## config.mk

```make
export PLATFORM = sky130hd
export DESIGN_NAME = fsc_gate
export DESIGN_NICKNAME = d
export VERILOG_FILES = /design/src/fsc_pkg.sv /design/src/fsc_gate.sv /design/src/fsc_opcode_class.sv
export VERILOG_INCLUDE_DIRS = /design/src
export SDC_FILE = /design/constraint.sdc
export NUM_CORES = 1
export LEC_CHECK = 0
export ABC_AREA = 1
export BUFFER_PORTS_ARGS = -buffer_cell sky130_fd_sc_hd__buf_2
export CAP_MARGIN = 20
export CORE_MARGIN = 1.5
export CORE_UTILIZATION = 35
export CTS_CLUSTER_SIZE = 24
export DETAILED_ROUTE_END_ITERATION = 12
export PLACE_DENSITY = 0.63
export SLEW_MARGIN = 20
export SYNTH_ARGS = -nofsm -noshare
export SYNTH_HDL_FRONTEND = slang
export SYNTH_SLANG_ARGS = --single-unit
```

## constraint.sdc

```tcl
create_clock -name clk_in -period 2.65 [get_ports clk_in]
set_input_delay 0.3975 -clock clk_in [delete_from_list [all_inputs] [get_ports clk_in]]
set_output_delay 0.3975 -clock clk_in [all_outputs]
set_load 0.05 [all_outputs]
```

## src/fsc_cfg.svh

```systemverilog
`ifndef FSC_CFG_SVH
`define FSC_CFG_SVH

// ****************************************************************
// Timing
// ****************************************************************
`define FSC_CLK_PERIOD_NS        4
`define FSC_SUSPEND_LATENCY_NS   20000
// Longest time, so the cycle count rounds down
`define FSC_SUSPEND_LATENCY_CYC  (`FSC_SUSPEND_LATENCY_NS / `FSC_CLK_PERIOD_NS)

// ****************************************************************
// Frame layout
// ****************************************************************
`define FSC_BYTE_LAST_BIT        3'h7
`define FSC_BYTES_SAT            3'h4
`define FSC_BYTE_OPCODE          3'h0
`define FSC_BYTE_BLOCK           3'h1

// ****************************************************************
// Opcodes
// ****************************************************************
`define FSC_OP_SUSPEND_A         8'h75
`define FSC_OP_SUSPEND_B         8'hB0
`define FSC_OP_RESUME_A          8'h7A
`define FSC_OP_RESUME_B          8'hD0
`define FSC_OP_WREN              8'h06
`define FSC_OP_WRDI              8'h04
`define FSC_OP_VWREN             8'h50
`define FSC_OP_RD_03             8'h03
`define FSC_OP_RD_0B             8'h0B
`define FSC_OP_RD_3B             8'h3B
`define FSC_OP_RD_6B             8'h6B
`define FSC_OP_RD_EB             8'hEB
`define FSC_OP_RD_E7             8'hE7
`define FSC_OP_LOCKSTAT_A        8'h3C
`define FSC_OP_LOCKSTAT_B        8'h3D
`define FSC_OP_RD_SECREG         8'h4B
`define FSC_OP_RD_PARAM          8'h5A
`define FSC_OP_WRAP              8'h77
`define FSC_OP_PROG_02           8'h02
`define FSC_OP_PROG_A2           8'hA2
`define FSC_OP_PROG_32           8'h32
`define FSC_OP_SEQ_AD            8'hAD
`define FSC_OP_SEQ_AF            8'hAF
`define FSC_OP_RDSR_1            8'h05
`define FSC_OP_RDSR_2            8'h35
`define FSC_OP_RDSR_3            8'h15
`define FSC_OP_RDSR_IND          8'h65
`define FSC_OP_TERMINATE         8'hF0
`define FSC_OP_RST_EN            8'h66
`define FSC_OP_RST               8'h99
`define FSC_OP_ID_9F             8'h9F
`define FSC_OP_ID_90             8'h90
`define FSC_OP_ID_94             8'h94
`define FSC_OP_WAKE              8'hAB
`define FSC_OP_BE_20             8'h20
`define FSC_OP_BE_52             8'h52
`define FSC_OP_BE_D8             8'hD8
`define FSC_OP_CE_60             8'h60
`define FSC_OP_CE_C7             8'hC7
`define FSC_OP_LOCK_BLK          8'h36
`define FSC_OP_UNLOCK_BLK        8'h39
`define FSC_OP_LOCK_ALL          8'h7E
`define FSC_OP_UNLOCK_ALL        8'h98
`define FSC_OP_PROG_SECREG       8'h9B
`define FSC_OP_WRSR_1            8'h01
`define FSC_OP_WRSR_2            8'h31
`define FSC_OP_WRSR_3            8'h11
`define FSC_OP_WRSR_IND          8'h71
`define FSC_OP_SR_LOCK           8'h6F
`define FSC_OP_DPD               8'hB9
`define FSC_OP_UDPD              8'h79

`endif

```

## src/fsc_pkg.sv

```systemverilog
package fsc_pkg;

    // Acceptance state, derived from the status flags
    typedef enum logic [1:0]
    {
        ST_IDLE,
        ST_ACTIVE,
        ST_PROG_SUSPENDED_FLAG,
        ST_ERASE_SUSPENDED_FLAG
    } fsc_state_t;

    // How an opcode is gated
    typedef enum logic [2:0]
    {
        CL_ANY,
        CL_SUSPENDED_FLAG_OK,
        CL_RESUME,
        CL_PROGRAM,
        CL_SUSPEND,
        CL_NEVER,
        CL_OTHER
    } fsc_class_t;

endpackage

```

## src/fsc_gate.sv

```systemverilog
// Summary of operation
// - Opcodes 75h and B0h both request suspend, identically.
// - Suspend is opcode only on the serial input; no address or data.
// - Opcode shifts in over eight clocks, MSB first, chip select held low.
// - After chip select rises on a valid suspend, halt the operation within latency.
// - On suspend set suspended flag and program or erase suspended flag.
// - On suspend clear the busy flag.
// - Disallowed commands do nothing and leave the write enable latch alone.
// - Suspend accepted only while active, a program under an erase suspend included; rejected when suspended and not busy.
// - Status register reads accepted in every state.
// - ID reads, terminate, reset enable, reset, wake accepted in every state.
// - Reads, wrap, write enables/disable, resume: rejected busy, accepted suspended.
// - Program rejected busy or program-suspended; erase-suspended only in other 64 kB block.
// - Erase, lock, unlock, secure program, status writes, power-downs rejected busy or suspended; accepted only idle.
// - Suspend ignored during status writes, lock, secure program, chip erase, sequential program.
// - Suspend needs whole opcode and chip select rise on a byte boundary.
// - Suspend honoured whatever the write enable latch holds.
`timescale 1ns/10ps
`include "fsc_cfg.svh"

module fsc_gate
    import fsc_pkg::*;
#(
    parameter int SUSPEND_LATENCY_CYCLES = `FSC_SUSPEND_LATENCY_CYC
)
(
    // Clock and reset
    input  wire logic       clk_in,
    input  wire logic       rst_in,
    // Serial host pins
    input  wire logic       sclk_in,
    input  wire logic       cs_n_in,
    input  wire logic       si_in,
    // Program and erase engine
    input  wire logic       op_start_in,
    input  wire logic       op_erase_in,
    input  wire logic       op_suspendable_in,
    input  wire logic [7:0] op_block_in,
    input  wire logic       op_done_in,
    output logic            suspend_req_out,
    output logic            resume_req_out,
    // Command results
    output logic            cmd_done_out,
    output logic            cmd_accepted_out,
    output logic [7:0]      cmd_opcode_out,
    output logic [7:0]      cmd_block_out,
    // Status flags
    output logic            busy_flag_out,
    output logic            suspended_flag_out,
    output logic            program_suspended_flag_out,
    output logic            erase_suspended_flag_out,
    output logic            write_enable_latch_out
);

    // ****************************************************************
    // Serial capture
    // ****************************************************************
    logic       sclk_prev_reg;
    logic       sclk_prev_next;
    logic       cs_prev_reg;
    logic       cs_prev_next;
    logic [7:0] shift_reg;
    logic [7:0] shift_next;
    logic [2:0] phase_reg;
    logic [2:0] phase_next;
    logic [2:0] bytes_reg;
    logic [2:0] bytes_next;
    logic [7:0] opcode_reg;
    logic [7:0] opcode_next;
    logic [7:0] blk_reg;
    logic [7:0] blk_next;
    logic [7:0] byte_in;

    assign byte_in = {shift_reg[6:0], si_in};

    always_comb
    begin
        sclk_prev_next = sclk_in;
        cs_prev_next   = cs_n_in;
        shift_next     = shift_reg;
        phase_next     = phase_reg;
        bytes_next     = bytes_reg;
        opcode_next    = opcode_reg;
        blk_next       = blk_reg;
        if (cs_n_in)
        begin
            phase_next = 3'h0;
            bytes_next = 3'h0;
        end
        else if (sclk_in && !sclk_prev_reg)
        begin
            // Rising edge of the serial clock, MSB first
            shift_next = byte_in;
            phase_next = phase_reg + 3'h1;
            if (phase_reg == `FSC_BYTE_LAST_BIT)
            begin
                if (bytes_reg == `FSC_BYTE_OPCODE)
                begin
                    opcode_next = byte_in;
                end
                else if (bytes_reg == `FSC_BYTE_BLOCK)
                begin
                    blk_next = byte_in;
                end
                if (bytes_reg != `FSC_BYTES_SAT)
                begin
                    bytes_next = bytes_reg + 3'h1;
                end
            end
        end
    end

    always_ff @(posedge clk_in or posedge rst_in)
    begin
        if (rst_in)
        begin
            sclk_prev_reg <= 1'b0;
            cs_prev_reg   <= 1'b1;
            shift_reg     <= 8'h00;
            phase_reg     <= 3'h0;
            bytes_reg     <= 3'h0;
            opcode_reg    <= 8'h00;
            blk_reg       <= 8'h00;
        end
        else
        begin
            sclk_prev_reg <= sclk_prev_next;
            cs_prev_reg   <= cs_prev_next;
            shift_reg     <= shift_next;
            phase_reg     <= phase_next;
            bytes_reg     <= bytes_next;
            opcode_reg    <= opcode_next;
            blk_reg       <= blk_next;
        end
    end

    // ****************************************************************
    // Command gating
    // ****************************************************************
    logic       busy_reg;
    logic       psusp_reg;
    logic       esusp_reg;
    logic       halting_reg;
    logic       op_suspended_flag_ok_reg;
    logic [7:0] erase_blk_reg;
    fsc_class_t op_class;
    fsc_state_t state;
    logic       frame_end;
    logic       frame_ok;
    logic       accept;

    fsc_opcode_class u_class
    (
        .opcode_in (opcode_reg),
        .class_out (op_class)
    );

    always_comb
    begin
        if (busy_reg)
        begin
            state = ST_ACTIVE;
        end
        else if (psusp_reg)
        begin
            state = ST_PROG_SUSPENDED_FLAG;
        end
        else if (esusp_reg)
        begin
            state = ST_ERASE_SUSPENDED_FLAG;
        end
        else
        begin
            state = ST_IDLE;
        end
    end

    assign frame_end = cs_n_in && !cs_prev_reg;
    // A torn byte voids the whole frame
    assign frame_ok  = (bytes_reg != 3'h0) && (phase_reg == 3'h0);

    always_comb
    begin
        case (op_class)
            CL_ANY:
                accept = 1'b1;
            CL_SUSPENDED_FLAG_OK:
                accept = (state != ST_ACTIVE);
            CL_RESUME:
                accept = (state == ST_PROG_SUSPENDED_FLAG) || (state == ST_ERASE_SUSPENDED_FLAG);
            CL_PROGRAM:
                accept = (state == ST_IDLE) ||
                         ((state == ST_ERASE_SUSPENDED_FLAG) && (bytes_reg > `FSC_BYTE_BLOCK) &&
                          (blk_reg != erase_blk_reg));
            // Write enable latch plays no part here
            CL_SUSPEND:
                accept = (state == ST_ACTIVE) && op_suspended_flag_ok_reg && !halting_reg &&
                         (bytes_reg == `FSC_BYTE_BLOCK);
            CL_NEVER:
                accept = (state == ST_IDLE);
            default:
                accept = (state == ST_IDLE);
        endcase
    end

    // ****************************************************************
    // Status flags and engine control
    // ****************************************************************
    logic        busy_next;
    logic        psusp_next;
    logic        esusp_next;
    logic        suspended_flag_reg;
    logic        suspended_flag_next;
    logic        wel_reg;
    logic        wel_next;
    logic        halting_next;
    logic [15:0] halt_cnt_reg;
    logic [15:0] halt_cnt_next;
    logic        op_erase_reg;
    logic        op_erase_next;
    logic        op_suspended_flag_ok_next;
    logic [7:0]  op_blk_reg;
    logic [7:0]  op_blk_next;
    logic [7:0]  erase_blk_next;
    logic        resume_req_reg;
    logic        resume_req_next;
    logic        done_reg;
    logic        done_next;
    logic        acc_reg;
    logic        acc_next;
    logic [7:0]  cmd_op_reg;
    logic [7:0]  cmd_op_next;
    logic [7:0]  cmd_blk_reg;
    logic [7:0]  cmd_blk_next;

    always_comb
    begin
        busy_next       = busy_reg;
        psusp_next      = psusp_reg;
        esusp_next      = esusp_reg;
        suspended_flag_next       = suspended_flag_reg;
        wel_next        = wel_reg;
        halting_next    = halting_reg;
        halt_cnt_next   = halt_cnt_reg;
        op_erase_next   = op_erase_reg;
        op_suspended_flag_ok_next = op_suspended_flag_ok_reg;
        op_blk_next     = op_blk_reg;
        erase_blk_next  = erase_blk_reg;
        resume_req_next = 1'b0;
        done_next       = 1'b0;
        acc_next        = acc_reg;
        cmd_op_next     = cmd_op_reg;
        cmd_blk_next    = cmd_blk_reg;

        // Rejected frames still report, but touch no state
        if (frame_end && frame_ok)
        begin
            done_next    = 1'b1;
            acc_next     = accept;
            cmd_op_next  = opcode_reg;
            cmd_blk_next = blk_reg;
            if (accept)
            begin
                if (opcode_reg == `FSC_OP_WREN)
                begin
                    wel_next = 1'b1;
                end
                else if (opcode_reg == `FSC_OP_WRDI)
                begin
                    wel_next = 1'b0;
                end
                else if (op_class == CL_SUSPEND)
                begin
                    halting_next  = 1'b1;
                    halt_cnt_next = 16'h0000;
                end
                else if (op_class == CL_RESUME)
                begin
                    // A nested program resumes before the erase under it
                    resume_req_next = 1'b1;
                    busy_next       = 1'b1;
                    op_suspended_flag_ok_next = 1'b1;
                    if (psusp_reg)
                    begin
                        psusp_next    = 1'b0;
                        suspended_flag_next     = esusp_reg;
                        op_erase_next = 1'b0;
                    end
                    else
                    begin
                        esusp_next    = 1'b0;
                        suspended_flag_next     = 1'b0;
                        op_erase_next = 1'b1;
                        op_blk_next   = erase_blk_reg;
                    end
                end
            end
        end

        if (halting_reg)
        begin
            if (op_done_in)
            begin
                // Engine finished before it could be halted
                halting_next = 1'b0;
            end
            else if (halt_cnt_reg == 16'(SUSPEND_LATENCY_CYCLES - 1))
            begin
                halting_next = 1'b0;
                busy_next    = 1'b0;
                suspended_flag_next    = 1'b1;
                if (op_erase_reg)
                begin
                    esusp_next     = 1'b1;
                    erase_blk_next = op_blk_reg;
                end
                else
                begin
                    psusp_next = 1'b1;
                end
            end
            else
            begin
                halt_cnt_next = halt_cnt_reg + 16'h0001;
            end
        end

        if (op_done_in)
        begin
            busy_next = 1'b0;
        end

        // A new operation wins over any clear in the same cycle
        if (op_start_in)
        begin
            busy_next       = 1'b1;
            op_erase_next   = op_erase_in;
            op_suspended_flag_ok_next = op_suspendable_in;
            op_blk_next     = op_block_in;
        end
    end

    always_ff @(posedge clk_in or posedge rst_in)
    begin
        if (rst_in)
        begin
            busy_reg       <= 1'b0;
            psusp_reg      <= 1'b0;
            esusp_reg      <= 1'b0;
            suspended_flag_reg       <= 1'b0;
            wel_reg        <= 1'b0;
            halting_reg    <= 1'b0;
            halt_cnt_reg   <= 16'h0000;
            op_erase_reg   <= 1'b0;
            op_suspended_flag_ok_reg <= 1'b0;
            op_blk_reg     <= 8'h00;
            erase_blk_reg  <= 8'h00;
            resume_req_reg <= 1'b0;
            done_reg       <= 1'b0;
            acc_reg        <= 1'b0;
            cmd_op_reg     <= 8'h00;
            cmd_blk_reg    <= 8'h00;
        end
        else
        begin
            busy_reg       <= busy_next;
            psusp_reg      <= psusp_next;
            esusp_reg      <= esusp_next;
            suspended_flag_reg       <= suspended_flag_next;
            wel_reg        <= wel_next;
            halting_reg    <= halting_next;
            halt_cnt_reg   <= halt_cnt_next;
            op_erase_reg   <= op_erase_next;
            op_suspended_flag_ok_reg <= op_suspended_flag_ok_next;
            op_blk_reg     <= op_blk_next;
            erase_blk_reg  <= erase_blk_next;
            resume_req_reg <= resume_req_next;
            done_reg       <= done_next;
            acc_reg        <= acc_next;
            cmd_op_reg     <= cmd_op_next;
            cmd_blk_reg    <= cmd_blk_next;
        end
    end

    assign suspend_req_out            = halting_reg;
    assign resume_req_out             = resume_req_reg;
    assign cmd_done_out               = done_reg;
    assign cmd_accepted_out           = acc_reg;
    assign cmd_opcode_out             = cmd_op_reg;
    assign cmd_block_out              = cmd_blk_reg;
    assign busy_flag_out              = busy_reg;
    assign suspended_flag_out         = suspended_flag_reg;
    assign program_suspended_flag_out = psusp_reg;
    assign erase_suspended_flag_out   = esusp_reg;
    assign write_enable_latch_out     = wel_reg;

endmodule

```

## src/fsc_opcode_class.sv

```systemverilog
`timescale 1ns/10ps
`include "fsc_cfg.svh"

module fsc_opcode_class
    import fsc_pkg::*;
(
    // Opcode to sort
    input  wire logic [7:0] opcode_in,
    // Gating class
    output fsc_class_t      class_out
);

    always_comb
    begin
        case (opcode_in)
            `FSC_OP_SUSPEND_A, `FSC_OP_SUSPEND_B:
                class_out = CL_SUSPEND;
            `FSC_OP_RDSR_1, `FSC_OP_RDSR_2, `FSC_OP_RDSR_3, `FSC_OP_RDSR_IND:
                class_out = CL_ANY;
            `FSC_OP_ID_9F, `FSC_OP_ID_90, `FSC_OP_ID_94, `FSC_OP_TERMINATE,
            `FSC_OP_RST_EN, `FSC_OP_RST, `FSC_OP_WAKE:
                class_out = CL_ANY;
            `FSC_OP_RESUME_A, `FSC_OP_RESUME_B:
                class_out = CL_RESUME;
            `FSC_OP_RD_03, `FSC_OP_RD_0B, `FSC_OP_RD_3B, `FSC_OP_RD_6B,
            `FSC_OP_RD_EB, `FSC_OP_RD_E7, `FSC_OP_LOCKSTAT_A, `FSC_OP_LOCKSTAT_B,
            `FSC_OP_RD_SECREG, `FSC_OP_RD_PARAM, `FSC_OP_WRAP, `FSC_OP_WREN,
            `FSC_OP_WRDI, `FSC_OP_VWREN:
                class_out = CL_SUSPENDED_FLAG_OK;
            `FSC_OP_PROG_02, `FSC_OP_PROG_A2, `FSC_OP_PROG_32,
            `FSC_OP_SEQ_AD, `FSC_OP_SEQ_AF:
                class_out = CL_PROGRAM;
            `FSC_OP_BE_20, `FSC_OP_BE_52, `FSC_OP_BE_D8, `FSC_OP_CE_60,
            `FSC_OP_CE_C7, `FSC_OP_LOCK_BLK, `FSC_OP_UNLOCK_BLK, `FSC_OP_LOCK_ALL,
            `FSC_OP_UNLOCK_ALL, `FSC_OP_PROG_SECREG, `FSC_OP_WRSR_1, `FSC_OP_WRSR_2,
            `FSC_OP_WRSR_3, `FSC_OP_WRSR_IND, `FSC_OP_SR_LOCK, `FSC_OP_DPD,
            `FSC_OP_UDPD:
                class_out = CL_NEVER;
            default:
                class_out = CL_OTHER;
        endcase
    end

endmodule

```

# [Word-level counts from Yosys, hierarchy flattened]
# Index checks and enable logic that the tools add are counted.
[totals] output_inout_bits=25 reg_bits=90 in_bits=17 elab_cells=237
[op_classes] n_addsub=3 mux=99 order_cmp=1 n_reduce_logical=40 eq_ne=68 bitwise_logic=3
[op_table] cell="$eq 8x8->1 const B" n=18
[op_table] cell="$mux 16" n=8
[op_table] cell="$eq 8x7->1 const B" n=15
[op_table] cell="$eq 8x6->1 const B" n=9
[op_table] cell="$mux 1" n=72
[op_table] cell="$mux 8" n=8
[op_table] cell="$eq 8x3->1 const B" n=3
[op_table] cell="$mux 3" n=6
[op_table] cell="$pmux 3 s6" n=1
[op_table] cell="$reduce_or 17->1" n=1
[op_table] cell="$add 16x1->16 const B" n=1
[op_table] cell="$eq 16x13->1 const B" n=1
[op_table] cell="$eq 8x2->1 const B" n=2
[op_table] cell="$eq 8x5->1 const B" n=2
[op_table] cell="$reduce_bool 2->1" n=7
[op_table] cell="$reduce_or 14->1" n=1
[op_table] cell="$reduce_or 11->1" n=1
[op_table] cell="$logic_and 1x1->1" n=9
[op_table] cell="$logic_not 3->1" n=3
[op_table] cell="$eq 8x1->1 const B" n=1
[op_table] cell="$eq 8x4->1 const B" n=1
[op_table] cell="$ne 2x2->1 const B" n=4
[op_table] cell="$ne 8x8->1" n=1
[op_table] cell="$reduce_and 4->1" n=2
[op_table] cell="other kinds (23)" n=37

# [Longest topological paths before layout]
[depth] depth_word=14 ltp_mapped=17 depth_no_buf=16

# [Hierarchy]
# From an unflattened synthesis, not the netlist that was laid out.
[unflattened] hier_cells=652 hier_area_um2=4934.7
[by_module_without_submodules] mod="fsc_gate" area_each_um2=4374.2 seq_area_each_um2=2253.4 n_inst=1 cells_per_inst=517
[by_module_without_submodules] mod="fsc_opcode_class" area_each_um2=560.5 seq_area_each_um2=0.0 n_inst=1 cells_per_inst=135

# [Worst setup path after synthesis]
# Ideal clock, no wire load.
[synth_path] path_kind="reg2reg" from="reg bytes_reg[0]" to="reg halt_cnt_reg[14]" required_ns=2.524 setup_ns=0.126 stages_incl_launch_ff=12 path_buffers=1 path_slack_ns=0.729 synth_period_minus_slack_ns=1.921 t_arrival_ns=1.796 path_cell_list="dfrtp_1 -> inv_1 -> ha_1 -> nand2_1 -> inv_1 -> nor4_2 -> inv_1 -> a21oi_4 -> nand3_2 -> nand2_2 -> buf_6 -> o21ai_2"
[synth_between] elab_chain_cells=10 elab_cells_between_ends=15 cone_classes="1 x order compare; 1 x eq/ne; 6 x mux; 7 x reduce/logical"
[synth_lines] item="from (decl)" line_no="fsc_gate.sv:66" source="logic [2:0] bytes_reg;"
[synth_lines] item="from (signal assigned)" line_no="fsc_gate.sv:131" source="bytes_reg <= bytes_next;"
[synth_lines] item="$gt 3x1->1 (no line)"
[synth_lines] item="$logic_and 1x1->1 (2 in a row)" line_no="fsc_gate.sv:193" source="((state == ST_ERASE_SUSPENDED_FLAG) && (bytes_reg > `FSC_BYTE_BLOCK) &&"
[synth_lines] item="$logic_or 1x1->1" line_no="fsc_gate.sv:192" source="accept = (state == ST_IDLE) ||"
[synth_lines] item="$pmux 1 s5" line_no="fsc_gate.sv:184" source="case (op_class)"
[synth_lines] item="$mux 16" line_no="fsc_gate.sv:262" source="if (accept)"
[synth_lines] item="$mux 16 (*)" line_no="fsc_gate.sv:256" source="if (frame_end && frame_ok)"
[synth_lines] item="$mux 16" line_no="fsc_gate.sv:307" source="else if (halt_cnt_reg == 16'(SUSPEND_LATENCY_CYCLES - 1))"
[synth_lines] item="$mux 16" line_no="fsc_gate.sv:302" source="if (op_done_in)"
[synth_lines] item="$mux 16 (*)" line_no="fsc_gate.sv:300" source="if (halting_reg)"
[synth_lines] item="net halt_cnt_next[14]" line_no="fsc_gate.sv:218" source="logic [15:0] halt_cnt_next;"
[synth_lines] item="to (signal assigned)" line_no="fsc_gate.sv:372" source="halt_cnt_reg <= halt_cnt_next;"
[synth_lines] item="to (decl)" line_no="fsc_gate.sv:217" source="logic [15:0] halt_cnt_reg;"
# The timed path passes the listed nets; every way through them passes the cells marked *.
# A chain may end at the register's enable or synchronous reset.

# [Worst setup path in the final report]
[layout_path] from="reg opcode_reg[0]" to="reg halt_cnt_reg[1]"
[layout_between] elab_chain_cells=12 elab_cells_between_ends=72 cone_classes="55 x eq/ne; 10 x mux; 7 x reduce/logical"
[layout_lines] item="from (decl)" line_no="fsc_gate.sv:68" source="logic [7:0] opcode_reg;"
[layout_lines] item="from (signal assigned)" line_no="fsc_gate.sv:132" source="opcode_reg <= opcode_next;"
[layout_lines] item="$eq 8x6->1, or another cell as far along" line_no="fsc_opcode_class.sv:15" source="case (opcode_in)"
[layout_lines] item="$reduce_or 17->1, or another cell as far along" line_no="fsc_opcode_class.sv:15"
[layout_lines] item="$pmux 3 s6" line_no="fsc_opcode_class.sv:15"
[layout_lines] item="$eq 3x3->1" line_no="fsc_gate.sv:184, fsc_gate.sv:272"
[layout_lines] item="$mux 16" line_no="fsc_gate.sv:272" source="else if (op_class == CL_SUSPEND)"
[layout_lines] item="$mux 16" line_no="fsc_gate.sv:268" source="else if (opcode_reg == `FSC_OP_WRDI)"
[layout_lines] item="$mux 16" line_no="fsc_gate.sv:264" source="if (opcode_reg == `FSC_OP_WREN)"
[layout_lines] item="$mux 16 (*)" line_no="fsc_gate.sv:262"
[layout_lines] item="$mux 16 (*)" line_no="fsc_gate.sv:256"
[layout_lines] item="$mux 16" line_no="fsc_gate.sv:307"
[layout_lines] item="$mux 16" line_no="fsc_gate.sv:302"
[layout_lines] item="$mux 16 (*)" line_no="fsc_gate.sv:300"
[layout_lines] item="net halt_cnt_next[1]" line_no="fsc_gate.sv:218"
# Marked as above.

==> flow_summary.toml <==
[worst_setup_path]
arrival_ps = 2580
r2r-end = "halt_cnt_reg[1]"
cp_data_required_time_ps = 2920
r2r_start = "opcode_reg[0]"
cp-endpoint = "halt_cnt_reg[1]"
r2r_cells = 15
crit_path_max_fanout = 13
critPathLaunch = "opcode_reg[0]"
cp-start-kind = "flip-flop"
worstSetupPathType = "reg -> reg"
end_kind = "flip-flop"
rrSetupSlack_ps = 340

[placed_design]
gp_congestion = 0.918
dp_hpwl_um = 8190
port_buffers = 41
dp.cells = 816

[final_layout]
finalNetCount = 675
drive_gt1_share_pct = 15.5
largest_reg_flops = 16
area_growth_pct = 15.0
antennaDiodeCount = 0
fin_cells = 832

[yosys]
synth_seq_cells = 90
netlist.area_leader.share_pct = 47.7
syn_nets = 629
yosysWarnings = 0
yosys.area.top_type = "dfrtp_1"
ys_types = 34
synth_cells = 605
ys_seq_area_share_pct = 48.2
syn-cell-area_um2 = 4670
synthTopCellsByArea = "dfrtp_1 (48%), nand2_1 (15%), inv_1 (6.4%)"
syn_avg_cell_area_um2 = 7.72

[detailed_routing]
drt_pass1_iterations = 4
routed_wl_um = 10900
vias_per_cell = 4.69
ant_nets = 0
drc = 0
drtIter0Drc = 199
wl_per_cell_um = 13.1
vias = 3899

[clocking]
cts_repair_resize_count = 0
clkLatencyLatePin_ps = 360
cts-root-buf = "clkbuf_16"
clk_path_buf_depth = 2
hold_buffers = 0
htree_levels = 3
cts_setup_buffers = 0
numCtsBuffers = 9
cts.sinks = 90
tritoncts = "yes"
clk_pin_slew_worst_paths_ps = 70

[power_and_ir_drop]
irDropWorstVdd_mv = 0.377
fin_total_pwr_mw = 2.85
cellPowerDensity_nw_per_um2 = 530
leakage_nw = 2.83

[sta]
hold_viol = 0
holdWs_ps = 144
drv_slew = 0
setup_violations = 0
worst_pin_slew_ps = 873
rsz0062_at_grt = "false"
period_share_pct = 87.2
slew_headroom_pct = 41.6
fin_worst_skew_ps = 10.6
max_freq_ghz = 0.433
period_needed_ps = 2310
tns_ps = 0

[floorplan]
die-area_um2 = 14100
num_rows = 42
ioPinCount = 42
core-area_um2 = 13100
die_y_um = 119
dieWidth_um = 119
start_util_pct = 35.6

[min_path]
holdCritPathClass = "in -> async"

[global_routing]
grt_overflow = 0
grtUsageTotal_pct = 16.6
grt_max_degree = 32
grt_pass1_vias = 3860
grt_pass1_wl_um = 18400
grt_antenna_before_repair = 0

[status]
status = "completed"

[run]
max-cap-violations = 0
[Yosys cell counts]
| cell type | n |
|---|---|
| a211oi_1 | 1 |
| a21oi_1 | 12 |
| a21oi_2 | 2 |
| a21oi_4 | 1 |
| a22oi_4 | 1 |
| buf_6 | 2 |
| clkbuf_1 | 11 |
| dfrtp_1 | 89 |
| dfstp_2 | 1 |
| ha_1 | 7 |
| inv_1 | 80 |
| inv_2 | 3 |
| mux2_2 | 3 |
| nand2_1 | 190 |
| nand2_2 | 3 |
| nand2_4 | 1 |
| nand3_1 | 47 |
| nand3_2 | 2 |
| nand4_1 | 4 |
| nand4_2 | 1 |
| nor2_1 | 46 |
| nor2_2 | 8 |
| nor2_4 | 1 |
| nor3_1 | 8 |
| nor4_1 | 2 |
| nor4_2 | 1 |
| o211ai_1 | 1 |
| o21ai_0 | 56 |
| o21ai_2 | 8 |
| o21bai_1 | 2 |
| o31ai_1 | 2 |
| or2_2 | 1 |
| xnor2_1 | 3 |
| xor2_1 | 5 |
[power by group]
| group | switching, mW | total, mW | internal (mW) |
|---|---|---|---|
| clock | 0.613 | 1.27 | 0.655 |
| sequential | 0.0205 | 1.43 | 1.41 |
| combinational | 0.108 | 0.148 | 0.0405 |
[worst min path at each step]
stage                                start  slack [ps]                to
after floorplan                    cs_n_in         400       cs_prev_reg
after global placement    cmd_block_out[3]         450  cmd_block_out[3]
after detailed placement  cmd_block_out[3]         460  cmd_block_out[3]
after CTS                          sclk_in         150     sclk_prev_reg
after global routing               sclk_in         160     sclk_prev_reg
final                               rst_in         140      shift_reg[3]
[cells in the final DEF (no fill, tap or decap), types with 2 or more instances in the layout]
cell and count:
nand2_1 190, dfrtp_1 89, inv_1 79, o21ai_0 56, nand3_1 47, nor2_1 46
buf_2 41, a21oi_1 12, clkbuf_16 9, nor3_1 8, nor2_2 8, o21ai_2 8
ha_1 7, buf_4 7, xor2_1 5, nand4_1 4, inv_6 4, inv_2 3
nand2_2 3, xnor2_1 3, mux2_2 3, o21bai_1 2, nand3_2 2, nor4_1 2
o31ai_1 2, a21oi_2 2, clkinvlp_4 2
[stage by stage]
step | utilization (%) | cell area, µm² | setup slack [ps]
6_report | 40.9 | 5370 | 339
5_1_grt | 40.9 | 5370 | 111
4_1_cts | 40.9 | 5370 | 322
3_5_place_dp | 38.7 | 5090 | 317
3_3_place_gp | 38.7 | 5090 | 405
2_1_floorplan | - | 4680 | 729
[critical path: stages, from the launching register on]
cell	delay, ps
dfrtp_1	520
nand2_4	130
inv_1	50
nand2_1	100
inv_1	60
nand2_1	60
nand2_1	50
nor2_1	180
nand2_1	80
nand2_1	50
nand2_1	50
nor2_2	120
nand3_2	150
nand3_2	170
nand2_2	220
o21ai_0	220
[cell families after synthesis]
group / count (synthesis) / share of synthesized area [%]
xor gates and xnor gates: 8 / 1.50
buffers and inverters: 96 / 8.03
muxes: 3 / 0.723
adders and majority gates: 7 / 1.87
and+or+nand+nor: 315 / 28.7
AOI/OAI and AO/OA: 86 / 10.9
DFF: 90 / 48.2
[cell type report]
type / count / area (µm²)
Clock inverter: 7 / 58.8
Fill cell: 1400 / 7760
Timing Repair Buffer: 48 / 258
Tap cell: 176 / 220
Clock buffer: 9 / 225
Inverter: 83 / 315
Sequential cell: 90 / 2250
Multi-Input combinational cell: 419 / 2040
[per-layer routing]
layer / part of all wire (%) / global-route usage [%]
met1: 48 / 22.6
met2: 46 / 25.5
met3: 4.5 / 3.04
met4: 2.3 / 8.43
met5: 0 / 0
(Power assumes the default switching activity.)
